--- config.mk ---
export PLATFORM = sky130hd
export DESIGN_NAME = sync_serial_port
export DESIGN_NICKNAME = d
export VERILOG_FILES = /design/src/sync_serial_pkg.sv /design/src/sck_rate_if.sv /design/src/sck_rate_gen.sv /design/src/sync_serial_port.sv
export SDC_FILE = /design/constraint.sdc
export NUM_CORES = 1
export LEC_CHECK = 0
export BUFFER_PORTS_ARGS = -buffer_cell sky130_fd_sc_hd__buf_2
export CAP_MARGIN = 15
export CORE_AREA = 2 2 103 105
export DETAILED_ROUTE_END_ITERATION = 8
export DIE_AREA = 0 0 105 107
export GPL_ROUTABILITY_DRIVEN = 0
export PLACE_DENSITY_LB_ADDON = 0.08
export SLEW_MARGIN = 5
export SYNTH_ARGS = -nofsm -noshare
export SYNTH_HDL_FRONTEND = slang
export SYNTH_SLANG_ARGS = --single-unit
--- constraint.sdc ---
create_clock -name i_core_clk -period 3.3 [get_ports i_core_clk]
set_input_delay 0.33 -clock i_core_clk [delete_from_list [all_inputs] [get_ports i_core_clk]]
set_output_delay 0.33 -clock i_core_clk [all_outputs]
set_load 0.005 [all_outputs]
--- src/sync_serial_pkg.sv ---
package sync_serial_pkg;

   // Register byte offsets on the bus
   localparam logic [7:0] OFS_STATUS = 8'h00;
   localparam logic [7:0] OFS_CTRL1 = 8'h04;
   localparam logic [7:0] OFS_CTRL3 = 8'h08;
   localparam logic [7:0] OFS_BUF = 8'h0C;
   localparam logic [7:0] OFS_BAUD = 8'h10;
   localparam logic [7:0] OFS_FLAGS = 8'h14;

   // Field positions of serial_port_status
   localparam int STAT_SAMPLE_PH = 7;
   localparam int STAT_CKE = 6;
   localparam int STAT_FULL = 0;
   // Field positions of port_control_one
   localparam int C1_COLLIDE = 7;
   localparam int C1_EN = 5;
   localparam int C1_IDLE_POL = 4;
   localparam int C1_MODE_LSB = 0;
   // Field positions of port_control_three and the flag register
   localparam int C3_SDO_OFF = 0;
   localparam int FLG_IF = 0;

   // Values after reset
   localparam logic [3:0] RST_MODE = 4'h0;
   localparam logic [7:0] RST_BYTE = 8'h00;
   localparam logic [2:0] RST_BITCNT = 3'h0;
   localparam logic [8:0] RST_RATE_CNT = 9'h000;

   // Mode field encodings
   localparam logic [3:0] MODE_DIV4 = 4'h0;
   localparam logic [3:0] MODE_DIV16 = 4'h1;
   localparam logic [3:0] MODE_DIV64 = 4'h2;
   localparam logic [3:0] MODE_TMR = 4'h3;
   localparam logic [3:0] MODE_SLV_SS = 4'h4;
   localparam logic [3:0] MODE_SLV_NOSS = 4'h5;
   localparam logic [3:0] MODE_BAUD = 4'hA;

   // Core cycles per half serial clock period, minus one
   localparam logic [8:0] HALF_DIV4 = 9'h001;
   localparam logic [8:0] HALF_DIV16 = 9'h007;
   localparam logic [8:0] HALF_DIV64 = 9'h01F;
   localparam logic [2:0] LAST_BIT = 3'h7;

   // Transfer engine states
   typedef enum logic [2:0] {
      ST_OFF = 3'b001,
      ST_IDLE = 3'b010,
      ST_XFER = 3'b100
   } xfer_state_t;

   // Master role decode
   function automatic logic is_master(input logic [3:0] mode);
      is_master = (mode == MODE_DIV4) || (mode == MODE_DIV16) || (mode == MODE_DIV64)
         || (mode == MODE_TMR) || (mode == MODE_BAUD);
   endfunction : is_master

   // Half period reload for the divider modes
   function automatic logic [8:0] half_reload(input logic [3:0] mode, input logic [7:0] baud);
      case (mode)
         MODE_DIV16: half_reload = HALF_DIV16;
         MODE_DIV64: half_reload = HALF_DIV64;
         MODE_BAUD: half_reload = {baud, 1'b1};
         default: half_reload = HALF_DIV4;
      endcase
   endfunction : half_reload

endpackage : sync_serial_pkg

--- src/sck_rate_if.sv ---
`timescale 1ns/1ns
interface sck_rate_if;
   logic [3:0] mode;    // Clock rate selection
   logic [7:0] reload;  // Baud reload value
   logic run;           // Transfer in progress
   logic tmr_match;     // Timer match pulse
   logic tick;          // Half period elapsed

   modport gen(input mode, input reload, input run, input tmr_match, output tick);
   modport user(output mode, output reload, output run, output tmr_match, input tick);
endinterface : sck_rate_if

--- src/sck_rate_gen.sv ---
`timescale 1ns/1ns
module sck_rate_gen
   import sync_serial_pkg::*;
(
   // Clock and reset
   input wire logic i_core_clk,
   input wire logic i_rst_b,
   // Rate control
   sck_rate_if.gen rif
);

   // All state of the divider
   typedef struct packed {
      logic [8:0] cnt;
      logic tick;
   } gen_state_t;

   gen_state_t gen_ff;   // Registered state
   gen_state_t nxt_gen;  // Next state

   // Half period counter, reloaded while idle so the first edge is a full half late
   always_comb begin
      nxt_gen = gen_ff;
      nxt_gen.tick = 1'b0;
      if (!rif.run) begin
         nxt_gen.cnt = half_reload(rif.mode, rif.reload);
      end else if (rif.mode == MODE_TMR) begin
         // Each timer match toggles the serial clock once
         nxt_gen.tick = rif.tmr_match;
      end else if (gen_ff.cnt == RST_RATE_CNT) begin
         // Divide by 4, 16, 64 or 4*(reload+1)
         nxt_gen.tick = 1'b1;
         nxt_gen.cnt = half_reload(rif.mode, rif.reload);
      end else begin
         nxt_gen.cnt = gen_ff.cnt - 9'h001;
      end
   end

   // State register
   always_ff @(posedge i_core_clk or negedge i_rst_b) begin
      if (!i_rst_b) begin
         gen_ff <= '0;
      end else begin
         gen_ff <= nxt_gen;
      end
   end

   assign rif.tick = gen_ff.tick;
endmodule : sck_rate_gen

--- src/sync_serial_port.sv ---
`timescale 1ns/1ns
module sync_serial_port
   import sync_serial_pkg::*;
(
   // Clock and reset
   input wire logic i_core_clk,
   input wire logic i_rst_b,
   // Wishbone slave
   input wire logic i_wb_cyc,
   input wire logic i_wb_stb,
   input wire logic i_wb_we,
   input wire logic [7:0] i_wb_adr,
   input wire logic [3:0] i_wb_sel,
   input wire logic [31:0] i_wb_dat,
   output logic o_wb_ack,
   output logic [31:0] o_wb_dat,
   // Serial clock pin
   input wire logic i_sck,
   output logic o_sck,
   output logic o_sck_oe,
   // Serial data pins
   input wire logic i_sdi,
   output logic o_sdo,
   output logic o_sdo_oe,
   // Slave select pin
   input wire logic i_ss_b,
   // Timer match pulse, same clock
   input wire logic i_tmr_match,
   // Interrupt flag level
   output logic o_port_int_flag
);

   // All state of the port
   typedef struct packed {
      xfer_state_t fsm;
      logic ack;
      logic [31:0] rdat;
      logic collide;
      logic en;
      logic idle_pol;
      logic [3:0] mode;
      logic sample_ph;
      logic cke;
      logic full;
      logic iflag;
      logic sdo_off;
      logic [7:0] baud;
      logic [7:0] buf_q;
      logic [7:0] shreg;
      logic in_bit;
      logic [2:0] bitcnt;
      logic sck;
      logic sck_oe;
      logic sdo;
      logic sdo_oe;
      logic sck_m;
      logic sck_s;
      logic sck_prev;
      logic sdi_m;
      logic sdi_s;
      logic ss_m;
      logic ss_s;
   } port_state_t;

   port_state_t st_ff;   // Registered state
   port_state_t nxt_st;  // Next state

   sck_rate_if rif();    // Link to the rate generator

   // Rate generator
   sck_rate_gen u_sck_rate_gen (
      .i_core_clk(i_core_clk),
      .i_rst_b(i_rst_b),
      .rif(rif.gen)
   );

   logic master;      // Master role selected
   logic slave_ss;    // Slave with select control
   logic selected;    // Slave addressed or select unused
   logic busy;        // Byte in flight
   logic edge_any;    // Serial clock edge this cycle
   logic edge_a;      // Edge leaving idle level
   logic edge_b;      // Edge returning to idle level
   logic cap_a;       // Sample on the leaving edge
   logic req;         // New bus request
   logic wr;          // Bus write, low lane enabled
   logic rd;          // Bus read
   logic buf_wr_ok;   // Buffer write accepted
   logic done;        // Last bit shifted in
   logic [7:0] d;     // Write data low byte
   logic [7:0] shin;  // Shift register after shift

   // Hook up the rate generator
   always_comb begin
      rif.mode = st_ff.mode;
      rif.reload = st_ff.baud;
      rif.run = master && (st_ff.fsm == ST_XFER);
      rif.tmr_match = i_tmr_match;
   end

   // Role and edge decode
   always_comb begin
      master = is_master(st_ff.mode);
      slave_ss = (st_ff.mode == MODE_SLV_SS);
      selected = !slave_ss || !st_ff.ss_s;
      busy = (st_ff.fsm == ST_XFER);
      if (master) begin
         // Own clock edges come from the rate generator
         edge_any = busy && rif.tick;
         edge_a = edge_any && (st_ff.sck == st_ff.idle_pol);
      end else begin
         // Foreign clock only counts while selected
         edge_any = st_ff.en && selected && (st_ff.fsm != ST_OFF)
            && (st_ff.sck_s != st_ff.sck_prev);
         edge_a = edge_any && (st_ff.sck_s != st_ff.idle_pol);
      end
      edge_b = edge_any && !edge_a;
      // Sample middle with clock-edge set and phase clear, else at the shift edge
      cap_a = st_ff.cke && !st_ff.sample_ph;
      shin = {st_ff.shreg[6:0], cap_a ? st_ff.in_bit : st_ff.sdi_s};
      done = edge_b && (st_ff.bitcnt == LAST_BIT);
      req = i_wb_cyc && i_wb_stb && !st_ff.ack;
      wr = req && i_wb_we && i_wb_sel[0];
      rd = req && !i_wb_we;
      d = i_wb_dat[7:0];
      // Writes during a transfer or with collision pending never land
      buf_wr_ok = wr && (i_wb_adr == OFS_BUF) && !busy && !st_ff.collide && st_ff.en;
   end

   // Next state: bus side first, then hardware events so a set beats a clear
   always_comb begin
      nxt_st = st_ff;
      // Two-stage synchronisers for the pins
      nxt_st.sck_m = i_sck;
      nxt_st.sck_s = st_ff.sck_m;
      nxt_st.sck_prev = st_ff.sck_s;
      nxt_st.sdi_m = i_sdi;
      nxt_st.sdi_s = st_ff.sdi_m;
      nxt_st.ss_m = i_ss_b;
      nxt_st.ss_s = st_ff.ss_m;

      // Bus answer one cycle after the request
      nxt_st.ack = req;
      if (rd) begin
         case (i_wb_adr)
            OFS_STATUS: nxt_st.rdat = {24'h000000, st_ff.sample_ph, st_ff.cke, 5'h00,
               st_ff.full};
            OFS_CTRL1: nxt_st.rdat = {24'h000000, st_ff.collide, 1'b0, st_ff.en,
               st_ff.idle_pol, st_ff.mode};
            OFS_CTRL3: nxt_st.rdat = {31'h00000000, st_ff.sdo_off};
            OFS_BUF: nxt_st.rdat = {24'h000000, st_ff.buf_q};
            OFS_BAUD: nxt_st.rdat = {24'h000000, st_ff.baud};
            OFS_FLAGS: nxt_st.rdat = {31'h00000000, st_ff.iflag};
            default: nxt_st.rdat = 32'h00000000;   // Unmapped reads as zero
         endcase
      end
      // Reading the buffer empties it
      if (rd && (i_wb_adr == OFS_BUF)) begin
         nxt_st.full = 1'b0;
      end

      if (wr) begin
         case (i_wb_adr)
            OFS_STATUS: begin
               // Only the two top bits take writes
               nxt_st.sample_ph = d[STAT_SAMPLE_PH];
               nxt_st.cke = d[STAT_CKE];
            end
            OFS_CTRL1: begin
               nxt_st.collide = d[C1_COLLIDE];
               nxt_st.en = d[C1_EN];
               nxt_st.idle_pol = d[C1_IDLE_POL];
               nxt_st.mode = d[C1_MODE_LSB +: 4];
            end
            OFS_CTRL3: nxt_st.sdo_off = d[C3_SDO_OFF];
            OFS_BAUD: nxt_st.baud = d;
            OFS_FLAGS: begin
               // Write one to clear the interrupt flag
               if (d[FLG_IF]) begin
                  nxt_st.iflag = 1'b0;
               end
            end
            default: begin
               // Buffer handled below, unmapped writes ignored
            end
         endcase
      end

      // Buffer write: shift register only reachable this way
      if (buf_wr_ok) begin
         nxt_st.buf_q = d;
         nxt_st.shreg = d;
         nxt_st.bitcnt = RST_BITCNT;
         // Data valid before the first edge when clock-edge is set
         if (st_ff.cke) begin
            nxt_st.sdo = d[7];
         end
         // Master starts at once
         if (master) begin
            nxt_st.fsm = ST_XFER;
         end
      end else if (wr && (i_wb_adr == OFS_BUF) && busy) begin
         nxt_st.collide = 1'b1;
      end

      // Shift engine
      if (edge_any && !master && (st_ff.fsm == ST_IDLE)) begin
         nxt_st.fsm = ST_XFER;
      end
      if (master && edge_any) begin
         nxt_st.sck = !st_ff.sck;
      end
      if (edge_a) begin
         if (cap_a) begin
            nxt_st.in_bit = st_ff.sdi_s;
         end
         // Without clock-edge the bit appears on the leaving edge
         if (!st_ff.cke) begin
            nxt_st.sdo = st_ff.shreg[7];
         end
      end
      if (edge_b) begin
         nxt_st.shreg = shin;
         nxt_st.bitcnt = 3'(st_ff.bitcnt + 3'h1);
         if (st_ff.cke) begin
            nxt_st.sdo = st_ff.shreg[6];
         end
      end
      if (done) begin
         // Byte complete: copy out and flag, even with output off
         nxt_st.buf_q = shin;
         nxt_st.full = 1'b1;
         nxt_st.iflag = 1'b1;
         nxt_st.fsm = ST_IDLE;
         nxt_st.bitcnt = RST_BITCNT;
      end

      // Select released in select mode resets the byte
      if (!master && slave_ss && st_ff.ss_s) begin
         nxt_st.bitcnt = RST_BITCNT;
         if (st_ff.fsm == ST_XFER) begin
            nxt_st.fsm = ST_IDLE;
         end
      end
      // Idle clock parks at the polarity level
      if (nxt_st.fsm != ST_XFER) begin
         nxt_st.sck = nxt_st.idle_pol;
      end
      // Disable is the port reset
      if (!nxt_st.en) begin
         nxt_st.fsm = ST_OFF;
         nxt_st.bitcnt = RST_BITCNT;
      end else if (st_ff.fsm == ST_OFF) begin
         nxt_st.fsm = ST_IDLE;
      end
      // Pin drivers: the pin direction bits live outside this block
      nxt_st.sck_oe = nxt_st.en && is_master(nxt_st.mode);
      nxt_st.sdo_oe = nxt_st.en && !nxt_st.sdo_off
         && (is_master(nxt_st.mode) || (nxt_st.mode != MODE_SLV_SS) || !st_ff.ss_s);
   end

   // State register
   always_ff @(posedge i_core_clk or negedge i_rst_b) begin
      if (!i_rst_b) begin
         st_ff <= '{fsm: ST_OFF, mode: RST_MODE, baud: RST_BYTE, buf_q: RST_BYTE,
            shreg: RST_BYTE, bitcnt: RST_BITCNT, rdat: 32'h00000000, ss_m: 1'b1,
            ss_s: 1'b1, default: 1'b0};
      end else begin
         st_ff <= nxt_st;
      end
   end

   // Outputs straight from flops
   assign o_wb_ack = st_ff.ack;
   assign o_wb_dat = st_ff.rdat;
   assign o_sck = st_ff.sck;
   assign o_sck_oe = st_ff.sck_oe;
   assign o_sdo = st_ff.sdo;
   assign o_sdo_oe = st_ff.sdo_oe;
   assign o_port_int_flag = st_ff.iflag;
endmodule : sync_serial_port

==> results of run 1 <==
[layout by cell type, fill, tap and decap left out, types with 3 or more instances in the layout]
cell	instances
a21oi_1	27
o21ai_1	6
o21ai_0	16
dfstp_2	3
nor3b_1	7
a31oi_1	8
nand4_1	4
a222oi_1	8
nand2_1	27
mux2i_1	20
a211o_1	3
nand2b_1	8
clkbuf_8	12
and4_1	3
nor4_1	3
conb_1	24
buf_2	38
and3b_1	3
and3_1	5
nand3_1	12
buf_4	10
ha_1	3
nor3_1	10
dfrtp_1	70
nor2_1	31
mux2_2	13
inv_1	13
nor2b_1	7
[synth_stat cells (all sizes together), types with 3 or more instances]
cell type and number:
nor2b 7, ha 3, a21oi 27, dfstp 3, o21ai 23, nand3 12, nand2b 9, a222oi 8
nand2 27, and2 3, and3b 3, nor3 10, mux2 13, or3b 4, inv 13, dfrtp 70
nand4 4, mux2i 20, nor4b 3, a31oi 8, and3 6, and4 3, buf 46, nor2 31
clkbuf 3, nor3b 7, nor4 3, a211o 3
[layer usage]
layer | GRT usage, % | share of wire, % | routed length (µm)
met5 | 0 | 0 | 0
met4 | 5.71 | 1.4 | 136
met3 | 4.80 | 5.1 | 501
met2 | 28.2 | 46 | 4530
met1 | 25.4 | 47 | 4610
[how the worst max path moves through the flow]
stage,startpoint,endpoint,slack [ns],cells past startpoint
global route,rif.mode[3]$_DFF_PN0_,o_sdo$_DFF_PN0_,0.58,7
floorplan,u_sck_rate_gen.gen_ff[1]$_DFFE_PN0P_,u_sck_rate_gen.gen_ff[6]$_DFFE_PN0P_,1.07,9
detailed placement,u_sck_rate_gen.gen_ff[1]$_DFFE_PN0P_,u_sck_rate_gen.gen_ff[8]$_DFFE_PN0P_,0.81,8
finish,u_sck_rate_gen.gen_ff[1]$_DFFE_PN0P_,u_sck_rate_gen.gen_ff[6]$_DFFE_PN0P_,0.80,8
CTS,u_sck_rate_gen.gen_ff[1]$_DFFE_PN0P_,u_sck_rate_gen.gen_ff[8]$_DFFE_PN0P_,0.81,8
global placement,u_sck_rate_gen.gen_ff[1]$_DFFE_PN0P_,u_sck_rate_gen.gen_ff[6]$_DFFE_PN0P_,0.81,8
[worst max-delay path: cells and delay by family, from the launching register on]
kind | cells | cell delay [ns]
simple gates | 3 | 1.22
flops | 1 | 0.39
compound gates | 3 | 0.57
buf+inv | 1 | 0.08
fa+ha+maj | 1 | 0.17
[stage by stage]
| step | hold slack (ns) | cells |
|---|---|---|
| floorplan | 0.0344 | 426 |
| global placement | 0.333 | 561 |
| detailed placement | 0.340 | 561 |
| CTS | 0.0547 | 574 |
| global route | 0.0483 | 574 |
| finish | 0.0635 | 574 |
[cells by family (layout without fill, tap and decap cells)]
logic type | Yosys count | after routing | share of synthesized area (%)
and+or+nand+nor | 138 | 138 | 19.2
AOI/OAI and AO/OA | 90 | 90 | 15.0
DFF | 73 | 73 | 45.8
buffers and inverters | 62 | 74 | 9.56
muxes | 33 | 33 | 8.68
adders and majority gates | 3 | 3 | 0.940
xor gates and xnor gates | 3 | 3 | 0.658
other | 1 | 24 | 0.0939
[state kept, by name (all words and copies together), names as in the netlist]
| signal | cells |
|---|---|
| o_sck_oe | 1 |
| o_sck | 1 |
| rif.reload | 8 |
| o_port_int_flag | 1 |
| o_wb_ack | 1 |
| o_wb_dat | 8 |
| st_ff | 26 |
| rif.mode | 4 |
| u_sck_rate_gen.gen_ff | 9 |
| u_sck_rate_gen.rif.tick | 1 |
| o_sdo | 1 |
| o_sdo_oe | 1 |
| shin | 7 |
| nxt_st | 4 |
[power by group]
part           switching, µW  internal, µW  total, µW
Sequential              9.38           908        917
Clock                    324           323        647
Combinational           59.4          32.4       91.9
[cell type report]
type                    instances  area (µm²)  share of cell area [%]
clock buffers                  13         169                    3.88
inverters                      13        48.8                    1.12
multi-input cells             291        1870                    42.9
flip-flops and latches         73        1830                    42.1
well taps                     136         170                    3.91
repair buffers                 48         265                    6.10
==> summary.md, run 1 <==
| Metric | Value |
|---|---|
| DP Area | `approximately 4200 µm²` |
| Yosys reg bits | `73` |
| Core Footprint | `10,100 µm²` |
| FFs w/ async S/R, synth | `between 90% and 100%` |
| Total Wirelength | `just under 10 mm` |
| Delay of the slowest critical-path stage | `roughly 0.54 ns` |
| Reg2Reg Setup Slack | `~0.8 ns` |
| Final Util | `43.1%` |
| Initial core utilization | `39.6%` |
| Drt wl/cell | `approximately 17 µm` |
| Largest net degree at the start of global routing | `74` |
| Worst Path Arrival | `roughly 2.8 ns` |
| CTS resizes | `0` |
| Share of layout cells above drive strength 1 | `about a fifth` |
| Peak VDD IR | `between 200 and 250 µV` |
| Die Area | `11,200 µm²` |
| Total number of vias | `a little over 3k` |
| Period utilisation layout | `roughly 76%` |
| Fin. max-slew vios | `0` |
| P_leak | `slightly above 0.002 µW` |
| Slew @ Worst Pin | `0.955 ns` |
| Initial antenna violation count | `0` |
| Clk sinks | `between 70 and 80` |
| Port Buffers | `39` |
| H-tree levels | `3` |
| Critical path launch point type | `register` |
| Final setup violation count | `0` |
| Fillers | `1,013` |
| IO Pins | `91` |
| FMAX | `around 400 MHz` |
| Remaining global-route overflow | `0` |
| Die X | `between 100 and 150 µm` |
| Yosys warns | `0` |
| Nets | `slightly below 500` |
| TNS Setup | `0 ns` |
| Final count of hold timing violations | `0` |
| Final Critical Period | `around 2.5 ns` |
| DRT antenna net count | `0` |
| Number of diodes | `0` |
| Clock Path Buffers | `2` |
| Syn avg cell area | `~10 µm²` |
| Die height | `107 µm` |
| Number of DRC markers in iteration 0 | `~250` |
| Hold_buf cts | `0` |
| CP max stage cell | `or4_4` |
| Critical Path Fanout Max | `17` |
| CP Data Required Time | `between 3 and 4 ns` |
| HP Class | `in2reg` |
| TritonCTS clock tree | `done` |
| Area grow syn2layout | `8.96%` |
| # rows | `37` |
| Via-to-Cell Ratio | `approximately 5.3` |
| Clock Skew | `0.0119 ns` |
| Remaining DRCs | `0` |
| Final WS setup | `0.799 ns` |
| Clk slew on worst S/H paths | `around 0.080 ns` |
| Worst rel slew slack | `a little over a third` |
| WHS Endpoint | `nxt_st[5]$_DFF_PN0_` |
| Pre-CTS worst setup slack | `roughly 0.81 ns` |
| Synth top area cells | `dfrtp_1, buf_4, mux2i_1` |
| Post-CTS setup buffers | `0` |
| RSZ-0062 raised after global routing | `no` |
| Cells after Synth | `a little over 400` |
| Fin area | `4350 µm²` |
| Global-route wire length before repair | `15.7 mm` |
| Status | `completed` |
| CP Class | `reg2reg` |
| Root buf cell | `clkbuf_8` |
| Drt first pass iters | `4` |
| Hold path depth | `1` |
| Post-synth top area cell | `dfrtp_1` |
| R2R Path End | `u_sck_rate_gen.gen_ff[6]$_DFFE_PN0P_` |
| Cell area after synthesis | `about 4000 µm²` |
| Seq/Total Area, Yosys | `45.8%` |
| Share of the synthesized area in the top cell type | `a little over two fifths` |
| PD cells | `~380 nW/µm²` |
| EDFF count, synth | `0` |
| Total power | `~1700 µW` |
| Number of global-route vias before repair | `between 2k and 3k` |
| Hpwl dp | `7.05 mm` |
| Synth cell types | `63` |
| Worst-Skew Late Latency | `about 0.36 ns` |
| TritonCTS Buffers | `9` |
| Gr usage total | `~18%` |
| R2R cell count | `8` |
| Ys flop type | `dfrtp_1` |
| Crit Reg-Reg Startpoint | `u_sck_rate_gen.gen_ff[1]$_DFFE_PN0P_` |
| # Max-Cap Violations | `0` |
| Hold Crit Start | `i_sck` |
| Setup crit end kind | `register` |
| Worst path cell trace | `inv_1 -> ha_1 -> or3b_4 -> or4_4 -> o21ai_4 -> and3_4 -> a21oi_1 -> o21ai_1` |
Power figures use the tool's default switching activity.
==> inputs of run 2 (changes only) <==
Clock period 3.3 ns to 2 ns, I/O delays scaled along.
==> run 2 against run 1 <==
Effect of this change: the flow now finishes with violations (setup timing); die area is the same; register-to-register slack lost 1.0 ns; critical path depth grew 1; combinational power grew 100%; sequential cell count is the same; clock power grew 90%; clock skew shrank 0.0067 ns; sequential power grew 65%; setup slack lost 1.0 ns; maximum frequency grew 11%; critical path type unchanged; highest routed layer unchanged.
==> summary.md, run 2 (synthesized netlist as in run 1, its figures left out) <==
| Metric | Value |
|---|---|
| Drt wl/cell | `16.3 µm (-4.4%)` |
| Total number of vias | `3,344 (+9.7%)` |
| Setup crit end kind | `register` |
| Reg2Reg Setup Slack | `-0.25 ns (-1.05 ns)` |
| Logic pwr share | `6.4% (+0.9 points)` |
| Clk sinks | `73 (unchanged)` |
| Share of layout cells above drive strength 1 | `36.5% (+16 points)` |
| Top Registers | `st_ff: 26 flops, u_sck_rate_gen.gen_ff: 9 flops` |
| Via-to-Cell Ratio | `5.18 (-2.5%)` |
| Gr usage total | `19.3% (+0.96 points)` |
| Clk slew on worst S/H paths | `0.08 ns (about the same)` |
| Largest register FFs | `26 (unchanged)` |
| Largest Register | `st_ff` |
| Final Critical Period | `2.25 ns (-0.253 ns)` |
| Cell Count, Final, Fillers Out | `646 (+13%)` |
| Number of DRC markers in iteration 0 | `207 (-16%)` |
| Remaining DRCs | `0 (unchanged)` |
| FMAX | `445 MHz (+11%)` |
| Die Area | `11,200 µm² (unchanged)` |
| Die X | `105 µm (unchanged)` |
| Core Footprint | `10,100 µm² (unchanged)` |
| CP Data Required Time | `2.28 ns (-1.31 ns)` |
| Die height | `107 µm (unchanged)` |
| TNS Setup | `-1.67 ns (-1.67 ns)` |
| CP Class | `reg2reg` |
| PD cells | `560 nW/µm² (+47%)` |
| Drt first pass iters | `4 (unchanged)` |
| DRT antenna net count | `0 (unchanged)` |
| RSZ-0062 raised after global routing | `yes` |
| Fin. max-slew vios | `0 (unchanged)` |
| Initial antenna violation count | `0 (unchanged)` |
| Crit Reg-Reg Startpoint | `u_sck_rate_gen.gen_ff[1]$_DFFE_PN0P_` |
| Cell Int Power | `2250 µW (+78%)` |
| TritonCTS Buffers | `9 (unchanged)` |
| Flop pwr share | `51.7% (-3.7 points)` |
| WHS Endpoint | `u_sck_rate_gen.rif.tick$_DFF_PN0_` |
| Number of diodes | `0 (unchanged)` |
| Critical Path Fanout Max | `5 (-12)` |
| Total Wirelength | `10.5 mm (+7.6%)` |
| Final Util | `51.8% (+8.7 points)` |
| Clock power frac | `42.0% (+2.9 points)` |
| Worst-Skew Late Latency | `0.35 ns (about the same)` |
| Critical path launch point type | `register` |
| # Max-Cap Violations | `0 (unchanged)` |
| R2R Path End | `u_sck_rate_gen.gen_ff[8]$_DFFE_PN0P_` |
| # rows | `37 (unchanged)` |
| Clock Path Buffers | `2 (unchanged)` |
| Number of global-route vias before repair | `3,188 (+10%)` |
| Hpwl dp | `7.77 mm (+10%)` |
| R2R cell count | `9 (+1)` |
| Clock Skew | `0.00516 ns (-0.00670 ns)` |
| Final WS setup | `-0.248 ns (-1.05 ns)` |
| H-tree levels | `3 (unchanged)` |
| Initial core utilization | `39.6% (unchanged)` |
| Area grow syn2layout | `30.8%` |
| P_leak | `0.00250 µW (+22%)` |
| Final setup violation count | `10 (+10)` |
| Worst Path Arrival | `2.53 ns (-0.26 ns)` |
| Hold path depth | `3 (+2)` |
| Final count of hold timing violations | `0 (unchanged)` |
| Remaining global-route overflow | `0 (unchanged)` |
| HP Class | `in2reg` |
| Peak VDD IR | `282 µV (+33%)` |
| Largest net degree at the start of global routing | `42 (-43%)` |
| Failing checks | `setup timing` |
| Period utilisation layout | `112% (+37 points)` |
| IO Pins | `91 (unchanged)` |
| Hold Crit Start | `i_tmr_match` |
| Sw Share | `23.0% (-0.71 points)` |
| Placed Cells | `617 (+10%)` |
| Commonest non-fill, non-tap cell in the layout | `dfrtp_1` |
| Status | `complete, but fails checks` |
| Commonest cells after routing, fill and taps aside | `dfrtp_1, buf_4, buf_2` |
| Nets | `561 (+14%)` |
| Global-route wire length before repair | `16.8 mm (+6.9%)` |
| Root buf cell | `clkbuf_8` |
| Switch Pwr | `673 µW (+72%)` |
| TritonCTS clock tree | `done` |
| Port Buffers | `39 (unchanged)` |
## run 2: cell count changes in the layout (fill, tap and decap cells not counted), sizes merged
cell	previous run	this run
clkbuf	13	15
clkinv	0	1
dlygate4sd3	0	4
buf	48	112
bufinv	0	1
## run 2: power groups by stage
stage               logic, µW  clock network, µW  registers, µW
floorplan                99.4                  0           1540
global placement          173                  0           1540
detailed placement        174                  0           1540
CTS                       183               1260           1510
global route              207               1320           1510
finish                    186               1230           1510
## run 2: what timing repair did
item                                    4_1_cts  5_1_grt
setup buffers                                 5        4
endpoints found under the setup margin       31       34
pin swaps                                     3        9
hold buffers                                  4        0
gates cloned                                  0        1
hold endpoints to repair                     34        0
gates resized for setup                       6       41
## run 2: how the worst max path moves through the flow
stage                                          from                              endpoint  slack (ns)  depth (start not counted)
2_1_floorplan  u_sck_rate_gen.gen_ff[1]$_DFFE_PN0P_  u_sck_rate_gen.gen_ff[6]$_DFFE_PN0P_       -0.19                          9
3_5_place_dp   u_sck_rate_gen.gen_ff[1]$_DFFE_PN0P_  u_sck_rate_gen.gen_ff[6]$_DFFE_PN0P_       -0.23                          9
3_3_place_gp   u_sck_rate_gen.gen_ff[1]$_DFFE_PN0P_  u_sck_rate_gen.gen_ff[2]$_DFFE_PN0P_       -0.19                          9
6_report       u_sck_rate_gen.gen_ff[1]$_DFFE_PN0P_  u_sck_rate_gen.gen_ff[8]$_DFFE_PN0P_       -0.25                          9
4_1_cts        u_sck_rate_gen.gen_ff[2]$_DFFE_PN0P_  u_sck_rate_gen.gen_ff[2]$_DFFE_PN0P_       -0.21                          9
5_1_grt        u_sck_rate_gen.gen_ff[1]$_DFFE_PN0P_  u_sck_rate_gen.gen_ff[8]$_DFFE_PN0P_       -0.34                          9
## run 2: critical path: stages (launching register included)
cell and delay [ns]:
dfrtp_1 0.39, inv_2 0.08, ha_4 0.13, or3b_4 0.37
or4_4 0.45, o21ai_4 0.24, buf_12 0.14, and3_4 0.20
a21oi_1 0.07, o21ai_1 0.11
## run 2: cell type report
cell class	count	area, µm²
inverter	13	48.8
clock buffer	14	173
fill	956	4870
sequential	73	1830
multi-input combinational	291	2070
timing repair buffer	117	900
tap	136	170
clock inverter	2	35.0
## run 2: layer usage
metal | up-vias | global-route usage [%] | routed length, µm | part of all wire, %
li1 | 1610 | - | - | -
met1 | 1645 | 27.1 | 5100 | 48
met2 | 81 | 30.6 | 4900 | 47
met3 | 8 | 3.95 | 431 | 4.1
met4 | 0 | 5.24 | 105 | 1.0
met5 | - | 0 | 0 | 0
## run 2: stage by stage
stage / instance area [µm²] / power, µW / hold WS (ns) / setup slack, ns
floorplan: 4080 / 1640 / -0.0956 / -0.188
global placement: 4650 / 1710 / 0.173 / -0.193
detailed placement: 4650 / 1710 / 0.177 / -0.228
CTS: 4970 / 2950 / 0.0961 / -0.207
global route: 5220 / 3050 / 0.124 / -0.345
finish: 5220 / 2930 / 0.116 / -0.248
==> inputs of run 3 (changes only) <==
--- a/config.mk
+++ b/config.mk
@@ -13,2 +13,3 @@
 export GPL_ROUTABILITY_DRIVEN = 0
+export GPL_TIMING_DRIVEN = 0
 export PLACE_DENSITY_LB_ADDON = 0.08
==> constraint.sdc (replaced) <==
create_clock -name i_core_clk -period 2 [get_ports i_core_clk]
set_input_delay 0.1 -clock i_core_clk [delete_from_list [all_inputs] [get_ports i_core_clk]]
set_output_delay 0.1 -clock i_core_clk [all_outputs]
set_load 0.005 [all_outputs]
==> run 3 against run 2 <==
Effect of this change: the run still ends with setup timing left; register-to-register slack lost 0.03 ns; wire length up 6.8%; clock power down 4%; maximum frequency shrank 1.3%; setup slack worse by 0.030 ns; non-clock buffer count increased by 23; die area is the same; sequential power about the same; via count grew 3.0%; critical path type unchanged; clock-buffer cell count is 4 lower.
==> summary.md, run 3 (synthesized netlist as in run 1, its figures left out) <==
| Metric | Value |
|---|---|
| Status | `complete, but fails checks` |
| Failing checks | `setup timing` |
| # Max-Cap Violations | `0 (unchanged)` |
| TritonCTS clock tree | `done` |
| Root buf cell | `clkbuf_8` |
| Number of DRC markers in iteration 0 | `190 (-8.2%)` |
| Remaining DRCs | `0 (unchanged)` |
| CP Data Required Time | `2.25 ns (-0.03 ns)` |
| Worst Path Arrival | `2.52 ns (about the same)` |
| Final Critical Period | `2.28 ns (+0.0299 ns)` |
| Largest net degree at the start of global routing | `58 (+38%)` |
| Hpwl dp | `7.36 mm (-5.3%)` |
| Top Registers | `st_ff: 26 flops, u_sck_rate_gen.gen_ff: 9 flops` |
| Area of the multi-input gates | `2260 µm² (+9.3%)` |
| DRT antenna net count | `0 (unchanged)` |
| Critical Path Fanout Max | `8 (+3)` |
| Die Area | `11,200 µm² (unchanged)` |
| Die X | `105 µm (unchanged)` |
| Clock Path Buffers | `2 (unchanged)` |
| Period utilisation layout | `114% (+1.5 points)` |
| Fin. max-slew vios | `0 (unchanged)` |
| Largest Register | `st_ff` |
| Total Wirelength | `11.3 mm (+6.8%)` |
| Slew @ Worst Pin | `0.592 ns` |
| GRT busiest layer | `met2` |
| Die height | `107 µm (unchanged)` |
| FMAX | `439 MHz (-1.3%)` |
| RSZ-0062 raised after global routing | `yes` |
| IO Pins | `91 (unchanged)` |
| Initial antenna violation count | `0 (unchanged)` |
| Grt met3 use | `4.01% (+0.061 points)` |
| Clk sinks | `73 (unchanged)` |
| Reg2Reg Setup Slack | `-0.28 ns (-0.03 ns)` |
| # rows | `37 (unchanged)` |
| H-tree levels | `3 (unchanged)` |
| Setup crit end kind | `register` |
| Number of global-route vias before repair | `3,297 (+3.4%)` |
| Fillers | `945 (-1.2%)` |
| TritonCTS Buffers | `9 (unchanged)` |
| Core Footprint | `10,100 µm² (unchanged)` |
| TNS Setup | `-2.24 ns (-0.564 ns)` |
| Via-to-Cell Ratio | `5.15 (-0.58%)` |
| Nets | `584 (+4.1%)` |
| Port Buffers | `39 (unchanged)` |
| Worst path cell trace | `inv_2 -> ha_4 -> or3b_4 -> or4_4 -> o21ai_4 -> buf_6 -> a32oi_1 -> o22a_1` |
| Final WS setup | `-0.278 ns (-0.0299 ns)` |
| Number of diodes | `0 (unchanged)` |
| Initial core utilization | `39.6% (unchanged)` |
| Critical path launch point type | `register` |
| Met1 usage | `27.9% (+0.79 points)` |
| Worst-Skew Late Latency | `0.36 ns (about the same)` |
| Peak VDD IR | `248 µV (-12%)` |
| Clk slew on worst S/H paths | `0.07 ns (about the same)` |
| Remaining global-route overflow | `0 (unchanged)` |
| Share of layout cells above drive strength 1 | `44.7% (+8.2 points)` |
| GRT met2 Usage | `31.6% (+1.0 points)` |
| Final setup violation count | `14 (+4)` |
| P_leak | `0.00269 µW (+7.7%)` |
| Global-route wire length before repair | `17.6 mm (+4.6%)` |
| CP Class | `reg2reg` |
| Hold WS | `0.0114 ns (-0.104 ns)` |
| Worst rel slew slack | `a little over 60%` |
| HP Class | `in2reg` |
| PD cells | `527 nW/µm² (-6.0%)` |
| Sequential Area | `1840 µm² (+0.20%)` |
| Total number of vias | `3,443 (+3.0%)` |
| Area grow syn2layout | `39.1%` |
| Delay of the slowest critical-path stage | `0.46 ns (about the same)` |
| Gr usage total | `20.3% (+0.92 points)` |
| CP max stage cell | `or4_4` |
| Commonest non-fill, non-tap cell in the layout | `buf_4` |
| Clock Skew | `0.00954 ns (+0.00438 ns)` |
| Largest register FFs | `26 (unchanged)` |
| Final count of hold timing violations | `0 (unchanged)` |
| Commonest cells after routing, fill and taps aside | `buf_4, dfrtp_1, buf_2` |
| Drt wl/cell | `16.8 µm (+3.2%)` |
| Drt first pass iters | `5 (+1)` |
## run 3: cell types whose count changed in the layout (fill, tap and decap cells not counted), moves of 6 or more
| cell | change |
|---|---|
| a21oi_1 | -6 |
| buf_2 | +6 |
| buf_4 | +8 |
| buf_6 | +9 |
| nor2_1 | -10 |
## run 3: metal layers
layer  up-vias  routed length [µm]
met3        18                 559
met1      1667                5180
met2        95                5240
li1       1663                   -
met4         0                 271
met5         -                   0
## run 3: where the power goes
group,internal [µW],switching [µW]
clock network,601,575
registers,1500,16.4
logic,114,121
## run 3: timing repair
action | in CTS | in global routing
endpoints found under the setup margin | 48 | 43
hold buffers | 4 | 0
hold endpoints to repair | 74 | 0
resized for setup | 51 | 68
pin swaps | 14 | 17
setup buffers | 21 | 24
cloned | 2 | 2
## run 3: path summary, 6_finish.rpt
check                                                       end                                 start  depth (start not counted)
setup reg to reg           u_sck_rate_gen.gen_ff[5]$_DFFE_PN0P_  u_sck_rate_gen.gen_ff[1]$_DFFE_PN0P_                          8
hold / removal                u_sck_rate_gen.rif.tick$_DFF_PN0_                           i_tmr_match                          3
setup / recovery           u_sck_rate_gen.gen_ff[5]$_DFFE_PN0P_  u_sck_rate_gen.gen_ff[1]$_DFFE_PN0P_                          8
max in group asynchronous                    st_ff[0]$_DFF_PN1_                               i_rst_b                          3
hold reg to reg                              st_ff[2]$_DFF_PN0_                   nxt_st[2]$_DFF_PN0_                          0
min in group asynchronous                   shin[6]$_DFFE_PN0P_                               i_rst_b                          2
## run 3: critical path: cells and delay by family, from the launching register on
kind,cells,cell delay (ns)
simple gates,2,0.83
flops,1,0.39
compound gates,3,0.57
fa+ha+maj,1,0.13
buf+inv,2,0.25
## run 3: stage by stage
stage               instance area (µm²)  setup slack, ns  util (%)  power (µW)  instances
global placement                   4440           -0.447      44.0        1730        601
detailed placement                 4470           -0.432      44.3        1740        602
floorplan                          4080           -0.188         -        1640        426
global route                       5550           -0.337      55.0        3060        669
finish                             5550           -0.278      55.0        2920        669
CTS                                5060           -0.276      50.1        2940        643
## run 3: layout make-up
class / instances / area share (%)
plain buffers: 48 / 6.71
multi-input cells: 291 / 40.6
flip-flops and latches: 73 / 33.0
well taps: 136 / 3.06
clock inverters: 6 / 1.04
repair buffers: 92 / 12.1
clock buffers: 10 / 2.48
inverters: 13 / 0.924
